`src/verilog/twtt_consts.vh`:
```
// Constants for the two-wire target transfer block
`ifndef TWTT_CONSTS_VH
`define TWTT_CONSTS_VH

// Register word indexes on the Avalon-MM slave
`define TWTT_REG_CTRL 4'h0
`define TWTT_REG_OWN_ADDR 4'h1
`define TWTT_REG_STATUS 4'h2
`define TWTT_REG_RX_HOLD 4'h3
`define TWTT_REG_TX_HOLD 4'h4
`define TWTT_REG_IRQ_STATUS 4'h5
`define TWTT_REG_IRQ_ENABLE 4'h6
`define TWTT_REG_IRQ_CLEAR 4'h7

// Control register fields
`define TWTT_CTRL_ENABLE 0
`define TWTT_CTRL_GC_ENABLE 1
`define TWTT_CTRL_RESET 2'h0
`define TWTT_OWN_ADDR_RESET 7'h00

// Status register fields
`define TWTT_ST_READ_DIR 0
`define TWTT_ST_RX_FULL 1
`define TWTT_ST_TX_EMPTY 2
`define TWTT_ST_XFER_DONE 3
`define TWTT_ST_ACCESS 4
`define TWTT_ST_CLK_WAIT 5
`define TWTT_ST_GEN_CALL 6

// Interrupt event bits
`define TWTT_EV_RX_FULL 0
`define TWTT_EV_TX_EMPTY 1
`define TWTT_EV_XFER_DONE 2
`define TWTT_EV_ACCESS 3
`define TWTT_EV_GEN_CALL 4
`define TWTT_EV_CLK_WAIT 5
`define TWTT_EV_WIDTH 6

// General call address
`define TWTT_GEN_CALL_ADDR 7'h00

`endif

```
`src/verilog/twtt_line_sync.v`:
```
// Three-stage pin synchroniser with bus condition detection
`timescale 1ns/1ps
module twtt_line_sync (
    input wire ref_clk, // 20 MHz block clock
    input wire sys_rst, // Synchronous reset, active high
    input wire sclIn, // Serial clock pin level
    input wire sdaIn, // Serial data pin level
    output reg sclLvl, // Filtered clock level
    output reg sdaLvl, // Filtered data level
    output wire sclRise, // Clock rising, one cycle
    output wire sclFall, // Clock falling, one cycle
    output wire startDet, // START or repeated START, one cycle
    output wire stopDet // STOP, one cycle
);
    reg sclS1_reg;
    reg sclS2_reg;
    reg sclS3_reg;
    reg sdaS1_reg;
    reg sdaS2_reg;
    reg sdaS3_reg;
    reg sclPrev_reg;
    reg sdaPrev_reg;

    always @(posedge ref_clk) begin
        if (sys_rst) begin
            sclS1_reg <= 1'b1;
            sclS2_reg <= 1'b1;
            sclS3_reg <= 1'b1;
            sdaS1_reg <= 1'b1;
            sdaS2_reg <= 1'b1;
            sdaS3_reg <= 1'b1;
            sclLvl <= 1'b1;
            sdaLvl <= 1'b1;
            sclPrev_reg <= 1'b1;
            sdaPrev_reg <= 1'b1;
        end else begin
            sclS1_reg <= sclIn;
            sclS2_reg <= sclS1_reg;
            sclS3_reg <= sclS2_reg;
            sdaS1_reg <= sdaIn;
            sdaS2_reg <= sdaS1_reg;
            sdaS3_reg <= sdaS2_reg;
            // A change counts once stages two and three agree
            if (sclS2_reg == sclS3_reg) begin
                sclLvl <= sclS3_reg;
            end
            if (sdaS2_reg == sdaS3_reg) begin
                sdaLvl <= sdaS3_reg;
            end
            sclPrev_reg <= sclLvl;
            sdaPrev_reg <= sdaLvl;
        end
    end

    assign sclRise = sclLvl & ~sclPrev_reg;
    assign sclFall = ~sclLvl & sclPrev_reg;
    assign startDet = sclLvl & sclPrev_reg & sdaPrev_reg & ~sdaLvl;
    assign stopDet = sclLvl & sclPrev_reg & ~sdaPrev_reg & sdaLvl;
endmodule

```
`src/verilog/twtt_transfer.v`:
```
// Two-wire target transfer logic with Avalon-MM register slave
`timescale 1ns/1ps
`include "twtt_consts.vh"

module twtt_transfer (
    input wire ref_clk, // 20 MHz block clock
    input wire sys_rst, // Synchronous reset, active high
    input wire [3:0] avsAddress, // Avalon word address
    input wire avsRead, // Avalon read request
    input wire avsWrite, // Avalon write request
    input wire [31:0] avsWriteData, // Avalon write data
    output reg [31:0] avsReadData, // Avalon read data
    output wire avsWaitRequest, // Avalon wait request
    input wire sclIn, // Serial clock pin input
    output wire sclOut, // Serial clock pin output value
    output wire sclOe, // Serial clock pull-low enable
    input wire sdaIn, // Serial data pin input
    output wire sdaOut, // Serial data pin output value
    output wire sdaOe, // Serial data pull-low enable
    output wire irq // Level interrupt
);
    localparam [2:0] ST_IDLE = 3'h0;
    localparam [2:0] ST_ADDR = 3'h1;
    localparam [2:0] ST_ACK = 3'h2;
    localparam [2:0] ST_RX = 3'h3;
    localparam [2:0] ST_TXLOAD = 3'h4;
    localparam [2:0] ST_TX = 3'h5;
    localparam [2:0] ST_TXACK = 3'h6;
    localparam [2:0] ST_WAITEND = 3'h7;

    wire sclLvl;
    wire sdaLvl;
    wire sclRise;
    wire sclFall;
    wire startDet;
    wire stopDet;

    reg [1:0] ctrl_reg;
    reg [6:0] ownAddr_reg;
    reg [7:0] rxHold_reg;
    reg [7:0] txHold_reg;
    reg rxFull_reg;
    reg txFull_reg;
    reg readDir_reg;
    reg access_reg;
    reg xferDone_reg;
    reg clkWait_reg;
    reg genCall_reg;
    reg [`TWTT_EV_WIDTH-1:0] irqStatus_reg;
    reg [`TWTT_EV_WIDTH-1:0] irqEnable_reg;
    reg [`TWTT_EV_WIDTH-1:0] evPrev_reg;
    reg [2:0] state_reg;
    reg [7:0] shift_reg;
    reg [2:0] bitCnt_reg;
    reg ackOn_reg;
    reg rxPend_reg;
    reg masterNack_reg;
    reg sclDrive_reg;
    reg sdaDrive_reg;
    reg phase_reg;

    wire busReq;
    wire busDone;
    wire rdRxHold;
    wire wrTxHold;
    wire [7:0] statusBits;
    wire [`TWTT_EV_WIDTH-1:0] evNow;
    wire [`TWTT_EV_WIDTH-1:0] evRise;
    wire [`TWTT_EV_WIDTH-1:0] irqClear;

    twtt_line_sync lineSync (
        .ref_clk(ref_clk),
        .sys_rst(sys_rst),
        .sclIn(sclIn),
        .sdaIn(sdaIn),
        .sclLvl(sclLvl),
        .sdaLvl(sdaLvl),
        .sclRise(sclRise),
        .sclFall(sclFall),
        .startDet(startDet),
        .stopDet(stopDet)
    );

    // Address compare used for own address and general call
    function addrHit;
        input [6:0] got;
        input [6:0] want;
        begin
            addrHit = (got == want);
        end
    endfunction

    // One wait cycle, then the access completes
    assign busReq = avsRead | avsWrite;
    assign avsWaitRequest = busReq & ~phase_reg;
    assign busDone = busReq & phase_reg;
    assign rdRxHold = busDone & avsRead & (avsAddress == `TWTT_REG_RX_HOLD);
    assign wrTxHold = busDone & avsWrite & (avsAddress == `TWTT_REG_TX_HOLD);
    assign irqClear = (busDone & avsWrite & (avsAddress == `TWTT_REG_IRQ_CLEAR)) ?
        avsWriteData[`TWTT_EV_WIDTH-1:0] : {`TWTT_EV_WIDTH{1'b0}};

    assign statusBits = {1'b0, genCall_reg, clkWait_reg, access_reg, xferDone_reg,
        ~txFull_reg, rxFull_reg, readDir_reg};

    assign evNow = {clkWait_reg, genCall_reg, access_reg, xferDone_reg,
        ~txFull_reg & access_reg & readDir_reg, rxFull_reg};
    assign evRise = evNow & ~evPrev_reg;
    assign irq = |(irqStatus_reg & irqEnable_reg);

    // Open-drain pins only ever pull low
    assign sclOut = 1'b0;
    assign sdaOut = 1'b0;
    assign sclOe = sclDrive_reg;
    assign sdaOe = sdaDrive_reg;

    always @(posedge ref_clk) begin
        if (sys_rst) begin
            phase_reg <= 1'b0;
            avsReadData <= 32'h00000000;
            ctrl_reg <= `TWTT_CTRL_RESET;
            ownAddr_reg <= `TWTT_OWN_ADDR_RESET;
            irqEnable_reg <= {`TWTT_EV_WIDTH{1'b0}};
            irqStatus_reg <= {`TWTT_EV_WIDTH{1'b0}};
            evPrev_reg <= {`TWTT_EV_WIDTH{1'b0}};
        end else begin
            phase_reg <= busReq & ~phase_reg;
            if (busReq & ~phase_reg & avsRead) begin
                case (avsAddress)
                    `TWTT_REG_CTRL: avsReadData <= {30'h0, ctrl_reg};
                    `TWTT_REG_OWN_ADDR: avsReadData <= {25'h0, ownAddr_reg};
                    `TWTT_REG_STATUS: avsReadData <= {24'h000000, statusBits};
                    `TWTT_REG_RX_HOLD: avsReadData <= {24'h000000, rxHold_reg};
                    `TWTT_REG_IRQ_STATUS: avsReadData <= {26'h0, irqStatus_reg};
                    `TWTT_REG_IRQ_ENABLE: avsReadData <= {26'h0, irqEnable_reg};
                    default: avsReadData <= 32'h00000000;
                endcase
            end
            if (busDone & avsWrite) begin
                case (avsAddress)
                    `TWTT_REG_CTRL: ctrl_reg <= avsWriteData[1:0];
                    `TWTT_REG_OWN_ADDR: ownAddr_reg <= avsWriteData[6:0];
                    `TWTT_REG_IRQ_ENABLE: irqEnable_reg <= avsWriteData[`TWTT_EV_WIDTH-1:0];
                    default: ;
                endcase
            end
            evPrev_reg <= evNow;
            // New events win over a clear in the same cycle
            irqStatus_reg <= (irqStatus_reg & ~irqClear) | evRise;
        end
    end

    always @(posedge ref_clk) begin
        if (sys_rst) begin
            rxHold_reg <= 8'h00;
            txHold_reg <= 8'h00;
            rxFull_reg <= 1'b0;
            txFull_reg <= 1'b0;
            readDir_reg <= 1'b0;
            access_reg <= 1'b0;
            xferDone_reg <= 1'b0;
            clkWait_reg <= 1'b0;
            genCall_reg <= 1'b0;
            state_reg <= ST_IDLE;
            shift_reg <= 8'h00;
            bitCnt_reg <= 3'h0;
            ackOn_reg <= 1'b0;
            rxPend_reg <= 1'b0;
            masterNack_reg <= 1'b0;
            sclDrive_reg <= 1'b0;
            sdaDrive_reg <= 1'b0;
        end else begin
            if (rdRxHold) begin
                rxFull_reg <= 1'b0;
            end
            if (wrTxHold) begin
                txHold_reg <= avsWriteData[7:0];
                txFull_reg <= 1'b1;
            end
            if (!ctrl_reg[`TWTT_CTRL_ENABLE]) begin
                state_reg <= ST_IDLE;
                access_reg <= 1'b0;
                clkWait_reg <= 1'b0;
                sclDrive_reg <= 1'b0;
                sdaDrive_reg <= 1'b0;
            end else if (stopDet) begin
                if (access_reg) begin
                    xferDone_reg <= 1'b1;
                end
                access_reg <= 1'b0;
                clkWait_reg <= 1'b0;
                sclDrive_reg <= 1'b0;
                sdaDrive_reg <= 1'b0;
                rxPend_reg <= 1'b0;
                state_reg <= ST_IDLE;
            end else if (startDet) begin
                state_reg <= ST_ADDR;
                bitCnt_reg <= 3'h0;
                genCall_reg <= 1'b0;
                clkWait_reg <= 1'b0;
                sclDrive_reg <= 1'b0;
                sdaDrive_reg <= 1'b0;
                rxPend_reg <= 1'b0;
            end else begin
                case (state_reg)
                    ST_ADDR: begin
                        if (sclRise) begin
                            shift_reg <= {shift_reg[6:0], sdaLvl};
                            bitCnt_reg <= bitCnt_reg + 3'h1;
                            if (bitCnt_reg == 3'h7) begin
                                if (addrHit(shift_reg[6:0], ownAddr_reg)) begin
                                    access_reg <= 1'b1;
                                    readDir_reg <= sdaLvl;
                                    xferDone_reg <= 1'b0;
                                    ackOn_reg <= 1'b0;
                                    state_reg <= ST_ACK;
                                end else if (ctrl_reg[`TWTT_CTRL_GC_ENABLE] & ~sdaLvl &
                                    addrHit(shift_reg[6:0], `TWTT_GEN_CALL_ADDR)) begin
                                    access_reg <= 1'b1;
                                    readDir_reg <= 1'b0;
                                    genCall_reg <= 1'b1;
                                    xferDone_reg <= 1'b0;
                                    ackOn_reg <= 1'b0;
                                    state_reg <= ST_ACK;
                                end else begin
                                    if (access_reg) begin
                                        xferDone_reg <= 1'b1;
                                    end
                                    access_reg <= 1'b0;
                                    state_reg <= ST_IDLE;
                                end
                            end
                        end
                    end
                    ST_ACK: begin
                        if (!ackOn_reg) begin
                            if (sclFall | sclDrive_reg) begin
                                if (rxPend_reg & rxFull_reg & ~rdRxHold) begin
                                    sclDrive_reg <= 1'b1;
                                    clkWait_reg <= 1'b1;
                                end else begin
                                    if (rxPend_reg) begin
                                        rxHold_reg <= shift_reg;
                                        rxFull_reg <= 1'b1;
                                        rxPend_reg <= 1'b0;
                                    end
                                    sdaDrive_reg <= 1'b1;
                                    ackOn_reg <= 1'b1;
                                end
                            end
                        end else begin
                            // Clock freed a cycle after the acknowledge settles
                            sclDrive_reg <= 1'b0;
                            clkWait_reg <= 1'b0;
                            if (sclFall) begin
                                sdaDrive_reg <= 1'b0;
                                ackOn_reg <= 1'b0;
                                bitCnt_reg <= 3'h0;
                                state_reg <= readDir_reg ? ST_TXLOAD : ST_RX;
                            end
                        end
                    end
                    ST_RX: begin
                        if (sclRise) begin
                            shift_reg <= {shift_reg[6:0], sdaLvl};
                            bitCnt_reg <= bitCnt_reg + 3'h1;
                            if (bitCnt_reg == 3'h7) begin
                                // Byte lands at once when the holding register is free
                                if (!rxFull_reg | rdRxHold) begin
                                    rxHold_reg <= {shift_reg[6:0], sdaLvl};
                                    rxFull_reg <= 1'b1;
                                end else begin
                                    rxPend_reg <= 1'b1;
                                end
                                state_reg <= ST_ACK;
                            end
                        end
                    end
                    ST_TXLOAD: begin
                        if (txFull_reg) begin
                            shift_reg <= txHold_reg;
                            txFull_reg <= wrTxHold;
                            sdaDrive_reg <= ~txHold_reg[7];
                            bitCnt_reg <= 3'h0;
                            state_reg <= ST_TX;
                        end else begin
                            sclDrive_reg <= 1'b1;
                            clkWait_reg <= 1'b1;
                        end
                    end
                    ST_TX: begin
                        sclDrive_reg <= 1'b0;
                        clkWait_reg <= 1'b0;
                        if (sclFall) begin
                            bitCnt_reg <= bitCnt_reg + 3'h1;
                            if (bitCnt_reg == 3'h7) begin
                                sdaDrive_reg <= 1'b0;
                                state_reg <= ST_TXACK;
                            end else begin
                                sdaDrive_reg <= ~shift_reg[6];
                                shift_reg <= {shift_reg[6:0], 1'b0};
                            end
                        end
                    end
                    ST_TXACK: begin
                        if (sclRise) begin
                            masterNack_reg <= sdaLvl;
                        end
                        if (sclFall) begin
                            // Keep sending until the controller ends the read
                            state_reg <= masterNack_reg ? ST_WAITEND : ST_TXLOAD;
                        end
                    end
                    ST_WAITEND: begin
                        sdaDrive_reg <= 1'b0;
                    end
                    default: begin
                        sclDrive_reg <= 1'b0;
                        sdaDrive_reg <= 1'b0;
                    end
                endcase
            end
        end
    end
endmodule
```
`config.mk`:
```
export PLATFORM = sky130hd
export DESIGN_NAME = twtt_transfer
export DESIGN_NICKNAME = d
export VERILOG_FILES = /design/src/verilog/twtt_line_sync.v /design/src/verilog/twtt_transfer.v
export VERILOG_INCLUDE_DIRS = /design/src /design/src/verilog
export SDC_FILE = /design/constraint.sdc
export NUM_CORES = 1
export LEC_CHECK = 0
export ABC_AREA = 1
export BUFFER_PORTS_ARGS = -buffer_cell sky130_fd_sc_hd__buf_2
export CAP_MARGIN = 15
export CORE_MARGIN = 2
export CORE_UTILIZATION = 35
export DETAILED_ROUTE_END_ITERATION = 6
export PLACE_DENSITY = 0.61
export SYNTH_ARGS = -nofsm -noshare
export SYNTH_HDL_FRONTEND = slang
export SYNTH_HIERARCHICAL = 1
export SYNTH_SLANG_ARGS = --single-unit
```
`constraint.sdc`:
```
create_clock -name ref_clk -period 2.7 [get_ports ref_clk]
set_clock_uncertainty 0.15 [all_clocks]
set_input_delay 0.27 -clock ref_clk [delete_from_list [all_inputs] [get_ports ref_clk]]
set_output_delay 0.27 -clock ref_clk [all_outputs]
set_load 0.005 [all_outputs]
```
==> impl_metrics.py, run 1 <==
metrics = {
    "clocking": {
        "insertion_delay_ps": 350,
        "cts_resized": 0,
        "cts-buffers-inserted": 9,
        "cts.sinks": 88,
        "cts_buffer_depth": 2,
        "cts_tree": "yes",
        "path_clk_slew_ps": 60,
        "root_buffer": "clkbuf_16",
        "cts_max_level": 3,
    },
    "worst_setup_path": {
        "worst_ep_arrival_time_ps": 2310,
        "cp-end-kind": "flop",
        "regToRegStartpoint": "lineSync/sdaLvl$_SDFFE_PP1N_",
        "crit_start": "lineSync/sdaLvl$_SDFFE_PP1N_",
        "cp-start-kind": "flop",
        "cp.required_ps": 2830,
        "crit_fanout": 15,
        "path_class": "flop to flop",
    },
    "pwr": {
        "power_leakage_nw": 2.30,
        "design_power_total_mw": 2.62,
        "powerDensity_mw_per_mm2": 512,
        "ir_worst_vdd_mv": 0.358,
    },
    "route": {
        "via_per_inst": 4.79,
        "drt-pass1-iter-count": 5,
        "wl_per_cell_um": 13.5,
        "routed_wirelength_mm": 12.3,
        "vias": 4368,
        "drcViolationCount": 0,
        "drt_iter0_markers": 299,
        "drtAntennaViolNets": 0,
    },
    "sta": {
        "max-slew-margin-rel_pct": 54.7,
        "rsz0062_at_grt": "no",
        "period_share_pct": 80.7,
        "hold_viol_final": 0,
        "setup_viol": 0,
        "period_needed_ps": 2180,
        "slew_viol_final": 0,
        "worst_slew_pin_slew_ps": 675,
        "fmax_mhz": 459,
        "hold_ws_ps": 55.5,
        "finalSetupTns_ps": 0,
    },
    "global_routing": {
        "grt_pass1_wl_mm": 19.9,
        "antenna_found_initial": 0,
        "grt_max_degree": 38,
        "grt-ovfl-total": 0,
        "first_global_vias": 3927,
        "grt.total_usage_pct": 18.0,
    },
    "layout": {
        "final_cell_area_sq_mm": 0.00511,
        "n_antenna_cell": 0,
        "area_growth_pct": 11.8,
        "drive_above_1_share_pct": 8.92,
        "final_nets": 780,
    },
    "placed_design": {
        "post_dp_cell_area_sq_mm": 0.00481,
        "dp_hpwl_mm": 9.11,
        "gp_congestion": 0.894,
        "io_buffer_count": 29,
    },
    "min_path": {
        "hold_path_startpoint": "avsWrite",
        "hold_path.class": "primary input to flop",
    },
    "logic_synthesis": {
        "ys_ff_latch": 88,
        "yosys.area.top_type_share_pct": 38.5,
        "synth_warnings": 6,
        "syn_avg_cell_area_sq_um": 6.50,
        "syn_area_sq_mm": 0.00457,
        "synth-edff-count": 0,
        "syn-instance-count": 704,
        "synth.distinct_cells": 36,
        "synthArstFlopShare_pct": 0,
        "yosys.area.top_type": "dfxtp_1",
        "synthFlopType": "dfxtp_1",
        "ys_seq_area_share_pct": 38.5,
        "synth.area.top_cells": "dfxtp_1, nand2_1, nor2_1",
    },
    "floorplan": {
        "die-height_um": 118,
        "die_w_um": 118,
        "ios": 80,
        "dieArea_sq_mm": 0.0140,
        "start_util_pct": 36.1,
        "fp-row-count": 41,
        "core_area_sq_mm": 0.0127,
    },
    "job": {
        "drv_cap": 0,
    },
    "outcome": {
        "status": "finished clean",
    },
}
## area by class of cell
| cell class | count | area, sq um |
|---|---|---|
| fill | 1408 | 7560 |
| tap | 172 | 215 |
| clock inverter | 4 | 28.8 |
| inverter | 81 | 304 |
| multi-input combinational | 516 | 2320 |
| sequential | 88 | 1760 |
| timing repair buffer | 40 | 233 |
| clock buffer | 11 | 253 |
## cells in the mapped netlist (2+ instances only)
cell type	number
dfxtp_1	88
nand3_2	2
nand3_1	45
o211ai_1	2
a21oi_1	50
inv_1	77
nor2_1	85
clkbuf_1	11
buf_4	29
o21ai_0	58
inv_2	4
o22ai_1	6
nand2_1	194
or2_1	4
a31oi_1	3
nor3_1	11
nor2_2	3
ha_1	2
buf_2	3
nand4_1	10
o21ai_1	2
## cells by family (layout without fill, tap and decap cells)
family	Yosys count	after routing	synth area share, %
AO/OA/AOI/OAI	126	126	14.5
buffers and inverters	125	136	12.9
adder cells (fa/ha/maj)	2	2	0.547
flip-flops	88	88	38.5
other	1	26	0.0820
AND/OR/NAND/NOR	360	360	33.1
XOR/XNOR	2	2	0.383
## worst paths after layout
check	slack (ps)	depth (start not counted)	endpoint
setup / recovery	520	9	shift_reg[5]$_SDFFE_PP0P_
hold / removal	60	3	phase_reg$_SDFF_PP0_
setup reg to reg	520	9	shift_reg[5]$_SDFFE_PP0P_
hold reg to reg	250	1	lineSync/sdaS2_reg$_SDFF_PP1_
## cells in the final DEF, fill, tap and decap left out, drive strengths merged, types with 2 or more instances in the layout
master	synthesis	routed
clkbuf	11	11
nor3	12	12
o22ai	6	6
o211ai	2	2
conb	1	26
dfxtp	88	88
ha	2	2
a31oi	3	3
nand3	48	48
dlygate4sd3	0	2
nand2	195	195
or2	4	4
nand4	10	10
clkinvlp	0	2
nor2	89	89
buf	33	38
a21oi	50	50
inv	81	82
o21ai	60	60
## power by group
part,switching (mW),internal [mW]
Sequential,0.00447,1.31
Combinational,0.0809,0.0309
Clock,0.527,0.670
Total,0.612,2.01
## layer usage
layer / wire length (um) / track usage (%) / up-vias
met3: 640 / 4.30 / 19
met2: 5300 / 26.7 / 104
li1: - / - / 2268
met4: 350 / 7.68 / 0
met5: 0 / 0 / -
met1: 6040 / 24.9 / 1977
## critical path: stages, from the launching register on
cell and delay (ps):
dfxtp_1 440, inv_1 130, nor3_2 410, nor2_4 100, nand2_2 140, nand3b_1 120
nor2_1 60, inv_1 310, o21ai_0 140, a21oi_1 120
## stage by stage
stage	util, %	cells	setup WS, ps
after floorplan	-	729	801
after CTS	40.3	912	520
after global routing	40.3	912	292
final	40.3	912	521
after global placement	38.0	895	569
after detailed placement	38.0	895	543
## timing repair
| action | 4_1_cts | 5_1_grt |
|---|---|---|
| endpoints found under the hold margin | 2 | 0 |
| buffers inserted | 0 | 0 |
| hold buffers | 2 | 0 |
(Power assumes the default switching activity.)
==> run 2, diff against run 1 <==
--- a/config.mk
+++ b/config.mk
@@ -12,7 +12,7 @@
 export CORE_MARGIN = 2
 export CORE_UTILIZATION = 35
 export DETAILED_ROUTE_END_ITERATION = 6
-export PLACE_DENSITY = 0.61
+export PLACE_DENSITY = 0.63
 export SYNTH_ARGS = -nofsm -noshare
 export SYNTH_HDL_FRONTEND = slang
 export SYNTH_HIERARCHICAL = 1
==> constraint.sdc (replaced) <==
create_clock -name ref_clk -period 1.8 [get_ports ref_clk]
set_clock_uncertainty 0.15 [all_clocks]
set_input_delay 0.18 -clock ref_clk [delete_from_list [all_inputs] [get_ports ref_clk]]
set_output_delay 0.18 -clock ref_clk [all_outputs]
set_load 0.005 [all_outputs]
==> run 2 against run 1 <==
First-iteration DRC count rose by 35%. Maximum frequency rose by 27%. Sequential power rose by 50%. Via count rose by 6.2%. Non-clock buffer count rose by 52. Largest cell class unchanged.
==> impl_metrics.py, run 2 (synthesized netlist as in run 1, its figures left out) <==
metrics = {
    "outcome": {
        "status": "finished clean",
    },
    "floorplan": {
        "core_area_sq_mm": 0.0127,
        "dieArea_sq_mm": 0.0140,
        "fp-row-count": 41,
        "die_w_um": 118,
        "start_util_pct": 36.1,
        "ios": 80,
        "die-height_um": 118,
    },
    "pwr": {
        "power_leakage_nw": 2.55,
        "ir_worst_vdd_mv": 0.648,
        "powerDensity_mw_per_mm2": 711,
    },
    "clocking": {
        "root_buffer": "clkbuf_16",
        "cts_buffer_depth": 2,
        "insertion_delay_ps": 340,
        "cts.sinks": 88,
        "cts_tree": "yes",
        "path_clk_slew_ps": 60,
        "cts_max_level": 3,
        "cts-buffers-inserted": 9,
    },
    "worst_setup_path": {
        "r2r_setup_slack_ps": 80,
        "rr_worst_depth": 10,
        "crit_buf_inv": 2,
        "path_class": "flop to flop",
        "critPathMostFrequentCell": "nand2_1",
        "crit_path_top_delay_cell": "dfxtp_2",
        "cp.required_ps": 1890,
        "crit_fanout": 8,
        "cp_cell_sequence": "nand2_1 > nor2_1 > buf_4 > inv_1 > o21ai_1 > nor2_4 > nand3_4 > nand2_1 > nand2_1 > nor2_1",
        "regToRegStartpoint": "state_reg[1]$_SDFFE_PP0P_",
        "critPathMaxStageDelay_ps": 380,
        "crit_family": "simple AND/OR/NAND/NOR gates",
        "worst_ep_arrival_time_ps": 1810,
        "cp-end-kind": "flop",
        "cp-start-kind": "flop",
        "rr_endpoint": "rxHold_reg[0]$_SDFFE_PP0P_",
    },
    "layout": {
        "area_growth_pct": 23.5,
        "n_antenna_cell": 0,
        "drive_above_1_share_pct": 18.0,
        "fillers": 1329,
        "stdcell_count": 965,
        "final_cell_mix": "nand2_1, dfxtp_1, nor2_1, inv_1, buf_4",
        "final_nets": 833,
        "mostFrequentLayoutCell": "nand2_1",
    },
    "global_routing": {
        "grt.total_usage_pct": 18.4,
        "antenna_found_initial": 0,
        "grt-ovfl-total": 0,
        "first_global_vias": 4119,
        "grt_max_degree": 25,
        "grt_pass1_wl_mm": 20.6,
    },
    "min_path": {
        "min_path_cells": 3,
        "min_to": "txHold_reg[6]$_SDFFE_PP0P_",
        "hold_path_startpoint": "avsWriteData[6]",
        "hold_path.class": "primary input to flop",
    },
    "sta": {
        "setup_slack_ps": 80.5,
        "period_needed_ps": 1720,
        "hold_ws_ps": 13.1,
        "rsz0062_at_grt": "yes",
        "hold_viol_final": 0,
        "slew_viol_final": 0,
        "fmax_mhz": 582,
        "setup_viol": 0,
        "max-slew-margin-rel_pct": 60.5,
        "period_share_pct": 95.5,
        "worst_slew_pin_slew_ps": 589,
    },
    "route": {
        "drcViolationCount": 0,
        "routed_wirelength_mm": 13.1,
        "drt-pass1-iter-count": 5,
        "drt_iter0_markers": 405,
        "wl_per_cell_um": 13.6,
        "via_per_inst": 4.81,
        "drtAntennaViolNets": 0,
        "vias": 4637,
    },
    "placed_design": {
        "place_ws_ps": -60.1,
        "place_inst": 941,
        "gp_congestion": 0.933,
        "io_buffer_count": 29,
        "dp_hpwl_mm": 9.74,
    },
    "job": {
        "drv_cap": 0,
    },
}
run 2: cell count changes in the layout (fill, tap and decap cells not counted), moves of 5 or more:
cell     delta
nor2_1     -11
nor2_2      +7
buf_4      +48
dfxtp_2     +5
dfxtp_1     -6
run 2: worst register-to-register path, stage by stage, from the launching register on:
cell,delay [ps]
dfxtp_2,380
nand2_1,90
nor2_1,110
buf_4,160
inv_1,80
o21ai_1,240
nor2_4,110
nand3_4,130
nand2_1,70
nand2_1,60
nor2_1,40
run 2: power by group:
group	leakage (nW)	switching, mW	internal (mW)
sequential	0.711	0.00670	1.96
combinational	1.70	0.128	0.0623
clock	0.139	0.756	1.10
total	2.55	0.891	3.12
run 2: what timing repair did:
item / CTS / global route
resized for setup: 5 / 34
hold buffers: 6 / 0
pin swaps: 0 / 5
endpoints found under the setup margin: 14 / 31
endpoints found under the hold margin: 7 / 0
cloned: 0 / 1
setup buffers: 0 / 2
run 2: metrics by stage:
| step | setup TNS (ps) | power (mW) | cell area [sq um] | util (%) |
|---|---|---|---|---|
| 2_1_floorplan | -7.61 | 2.14 | 4670 | - |
| 3_5_place_dp | -435 | 2.18 | 5160 | 40.7 |
| 5_1_grt | -264 | 4.13 | 5650 | 44.6 |
| 6_report | 0 | 4.02 | 5650 | 44.6 |
| 4_1_cts | 0 | 4.05 | 5520 | 43.6 |
| 3_3_place_gp | -219 | 2.18 | 5160 | 40.7 |
run 2: final cells by class:
type | instances | area, sq um | area share, %
clock buffers | 12 | 246 | 4.36
clock inverters | 3 | 42.5 | 0.753
inverters | 81 | 307 | 5.43
multi-input cells | 517 | 2430 | 43.1
flip-flops and latches | 88 | 1770 | 31.4
well taps | 172 | 215 | 3.81
repair buffers | 92 | 633 | 11.2
run 2: layer usage:
layer | wire, um | vias up | track usage [%]
met5 | 0 | - | 0
met4 | 347 | 0 | 7.68
met3 | 691 | 23 | 2.36
met2 | 5840 | 137 | 28.3
met1 | 6200 | 2088 | 26.0
li1 | - | 2389 | -
run 2: worst max path at each step:
stage / start / to / slack (ps) / cells past startpoint
5_1_grt: state_reg[1]$_SDFFE_PP0P_ / rxHold_reg[0]$_SDFFE_PP0P_ / -50 / 10
3_3_place_gp: state_reg[2]$_SDFFE_PP0P_ / shift_reg[4]$_SDFFE_PP0P_ / -30 / 8
2_1_floorplan: lineSync/sdaLvl$_SDFFE_PP1N_ / shift_reg[6]$_SDFFE_PP0P_ / -4 / 12
6_report: state_reg[1]$_SDFFE_PP0P_ / rxHold_reg[0]$_SDFFE_PP0P_ / 80 / 10
4_1_cts: state_reg[2]$_SDFFE_PP0P_ / shift_reg[2]$_SDFFE_PP0P_ / 10 / 9
3_5_place_dp: state_reg[2]$_SDFFE_PP0P_ / shift_reg[2]$_SDFFE_PP0P_ / -60 / 9
==> run 3, diff against run 2 <==
--- a/config.mk
+++ b/config.mk
@@ -10,9 +10,9 @@
 export BUFFER_PORTS_ARGS = -buffer_cell sky130_fd_sc_hd__buf_2
 export CAP_MARGIN = 15
 export CORE_MARGIN = 2
-export CORE_UTILIZATION = 35
+export CORE_UTILIZATION = 50
 export DETAILED_ROUTE_END_ITERATION = 6
-export PLACE_DENSITY = 0.63
+export PLACE_DENSITY = 0.82
 export SYNTH_ARGS = -nofsm -noshare
 export SYNTH_HDL_FRONTEND = slang
 export SYNTH_HIERARCHICAL = 1
==> run 3 against run 2 <==
Flip-flop and latch count stayed put. Non-clock buffer count is 3 lower. Routed wire length grew 0.88%. Total power fell by 8.7%. Sequential power barely moved. Die area fell by 29%. Core utilization is 18 points higher. Via count increased by 3.5%. Combinational power is 3% higher. Clock-buffer cell count shrank 1. The run now ends with setup timing left.
==> impl_metrics.py, run 3 (synthesized netlist as in run 1, its figures left out) <==
metrics = {
    "layout": {
        "n_antenna_cell": 0,
        "fin_util_pct": 62.6,
        "drive_above_1_share_pct": 18.6,
        "final_cell_mix": "nand2_1, dfxtp_1, nor2_1",
        "area_growth_pct": 20.6,
        "mostFrequentLayoutCell": "nand2_1",
        "final_nets": 831,
        "final_cell_area_sq_mm": 0.00552,
    },
    "sta": {
        "period_needed_ps": 1800,
        "fmax_mhz": 555,
        "finalSetupTns_ps": -0.880,
        "rsz0062_at_grt": "yes",
        "slew_viol_final": 0,
        "hold_ws_ps": 15.8,
        "max-slew-margin-rel_pct": 61.7,
        "period_share_pct": 100,
        "setup_slack_ps": -0.880,
        "hold_viol_final": 0,
        "setup_viol": 1,
        "worst_slew_pin_slew_ps": 570,
    },
    "global_routing": {
        "first_global_vias": 4428,
        "grt_pass1_wl_mm": 20.3,
        "antenna_found_initial": 0,
        "grt.total_usage_pct": 25.6,
        "grt-ovfl-total": 0,
        "grt_max_degree": 37,
    },
    "worst_setup_path": {
        "cp_cell_sequence": "inv_4 > nand2_4 > nor2_4 > buf_6 > nor2_4 > nand2_4 > nand3b_1 > nor2_4 > clkinv_4 > o21ai_2 > a21oi_2",
        "crit_buf_inv": 3,
        "critPathMaxStageDelay_ps": 370,
        "cp-end-kind": "flop",
        "critPathMostFrequentCell": "nor2_4",
        "crit_family": "simple AND/OR/NAND/NOR gates",
        "cp-start-kind": "flop",
        "rr_endpoint": "shift_reg[2]$_SDFFE_PP0P_",
        "rr_worst_depth": 11,
        "regToRegStartpoint": "lineSync/sdaLvl$_SDFFE_PP1N_",
        "path_class": "flop to flop",
        "crit_fanout": 8,
        "r2r_setup_slack_ps": -0.9,
        "cp.required_ps": 1900,
        "worst_ep_arrival_time_ps": 1900,
        "crit_path_top_delay_cell": "dfxtp_2",
    },
    "outcome": {
        "violations": "setup timing",
        "status": "complete, but fails checks",
    },
    "pwr": {
        "design_power_total_mw": 3.67,
        "swShare_pct": 23.4,
        "ir_worst_vdd_mv": 0.337,
        "p_comb_share_pct": 5.3,
        "power_leakage_nw": 2.51,
        "switchingPower_uw": 859,
        "powerDensity_mw_per_mm2": 665,
        "clkPwrFrac_pct": 41.2,
        "internal_power_mw": 2.81,
        "p_seq_share_pct": 53.5,
    },
    "route": {
        "routed_wirelength_mm": 13.2,
        "vias": 4800,
        "drcViolationCount": 0,
        "via_per_inst": 5.33,
        "drt-pass1-iter-count": 6,
        "drt_iter0_markers": 264,
        "wl_per_cell_um": 14.7,
        "drtAntennaViolNets": 0,
    },
    "clocking": {
        "cts.sinks": 88,
        "cts-buffers-inserted": 9,
        "root_buffer": "clkbuf_8",
        "insertion_delay_ps": 360,
        "cts_tree": "yes",
        "path_clk_slew_ps": 90,
        "cts_buffer_depth": 2,
        "cts_max_level": 3,
    },
    "floorplan": {
        "die_w_um": 99.6,
        "die-height_um": 99.6,
        "ios": 80,
        "fp-row-count": 34,
        "dieArea_sq_mm": 0.00993,
        "core_area_sq_mm": 0.00881,
        "start_util_pct": 51.9,
    },
    "placed_design": {
        "io_buffer_count": 29,
        "gp_congestion": 0.968,
        "post_dp_cell_area_sq_mm": 0.00502,
        "dp_hpwl_mm": 9.67,
    },
    "min_path": {
        "min_to": "txHold_reg[5]$_SDFFE_PP0P_",
        "hold_path_startpoint": "avsWriteData[5]",
        "min_path_cells": 3,
        "hold_path.class": "primary input to flop",
    },
    "job": {
        "drv_cap": 0,
    },
}
## run 3: cell count changes in the layout (fill, tap and decap cells not counted), sizes merged
cell         before  now
clkinv            1    3
clkinvlp          1    0
dlygate4sd3       6   10
clkbuf           12   11
buf              86   79
inv              81   82
bufinv            1    2
## run 3: final cells by class
cell class,count,area [sq um]
sequential,88,1770
timing repair inverter,1,6.26
clock inverter,5,78.8
fill,815,3290
inverter,81,312
clock buffer,11,131
multi-input combinational,517,2460
timing repair buffer,89,624
tap,108,135
## run 3: worst reg2reg max path, delay by kind of cell (launching register included)
kind / cells / cell delay (ps)
AOI/OAI and AO/OA: 2 / 220
buffers and inverters: 3 / 290
and+or+nand+nor: 6 / 670
DFF: 1 / 370
## run 3: how the worst max path moves through the flow
| stage | from | to | slack (ps) | depth (start not counted) |
|---|---|---|---|---|
| floorplan | lineSync/sdaLvl$_SDFFE_PP1N_ | shift_reg[6]$_SDFFE_PP0P_ | -4 | 12 |
| global placement | lineSync/sclPrev_reg$_SDFF_PP1_ | shift_reg[5]$_SDFFE_PP0P_ | 4 | 10 |
| detailed placement | lineSync/sdaLvl$_SDFFE_PP1N_ | shift_reg[2]$_SDFFE_PP0P_ | -50 | 11 |
| CTS | state_reg[2]$_SDFFE_PP0P_ | state_reg[0]$_SDFFE_PP0P_ | 9 | 10 |
| global route | lineSync/sclLvl$_SDFFE_PP1N_ | shift_reg[2]$_SDFFE_PP0P_ | -50 | 10 |
| finish | lineSync/sdaLvl$_SDFFE_PP1N_ | shift_reg[2]$_SDFFE_PP0P_ | -0.9 | 11 |
## run 3: routing by layer
layer	share of wire [%]	track usage (%)	vias to the layer above
li1	-	-	2380
met5	0	0	-
met3	5.8	4.29	31
met2	49	44.5	188
met4	3.4	11.3	0
met1	42	31.1	2201
## run 3: through the flow
step           instances  setup slack, ps
2_1_floorplan        729            -3.85
3_3_place_gp         870             4.09
3_5_place_dp         870            -54.7
4_1_cts              896             8.95
5_1_grt              900            -47.7
6_report             900           -0.880
## run 3: repair_timing
item,4_1_cts,5_1_grt
endpoints found under the hold margin,14,0
hold buffers,10,0
endpoints found under the setup margin,13,29
gates resized for setup,2,62
pin swaps,0,10
setup buffers,0,3
cloned,0,2
## run 3: power groups by stage
stage	Combinational (mW)	Clock (mW)	Sequential, mW
after floorplan	0.136	0	2.01
after detailed placement	0.168	0	2.01
after global placement	0.165	0	2.01
after global routing	0.217	1.59	1.96
after CTS	0.185	1.51	1.96
final	0.196	1.51	1.96
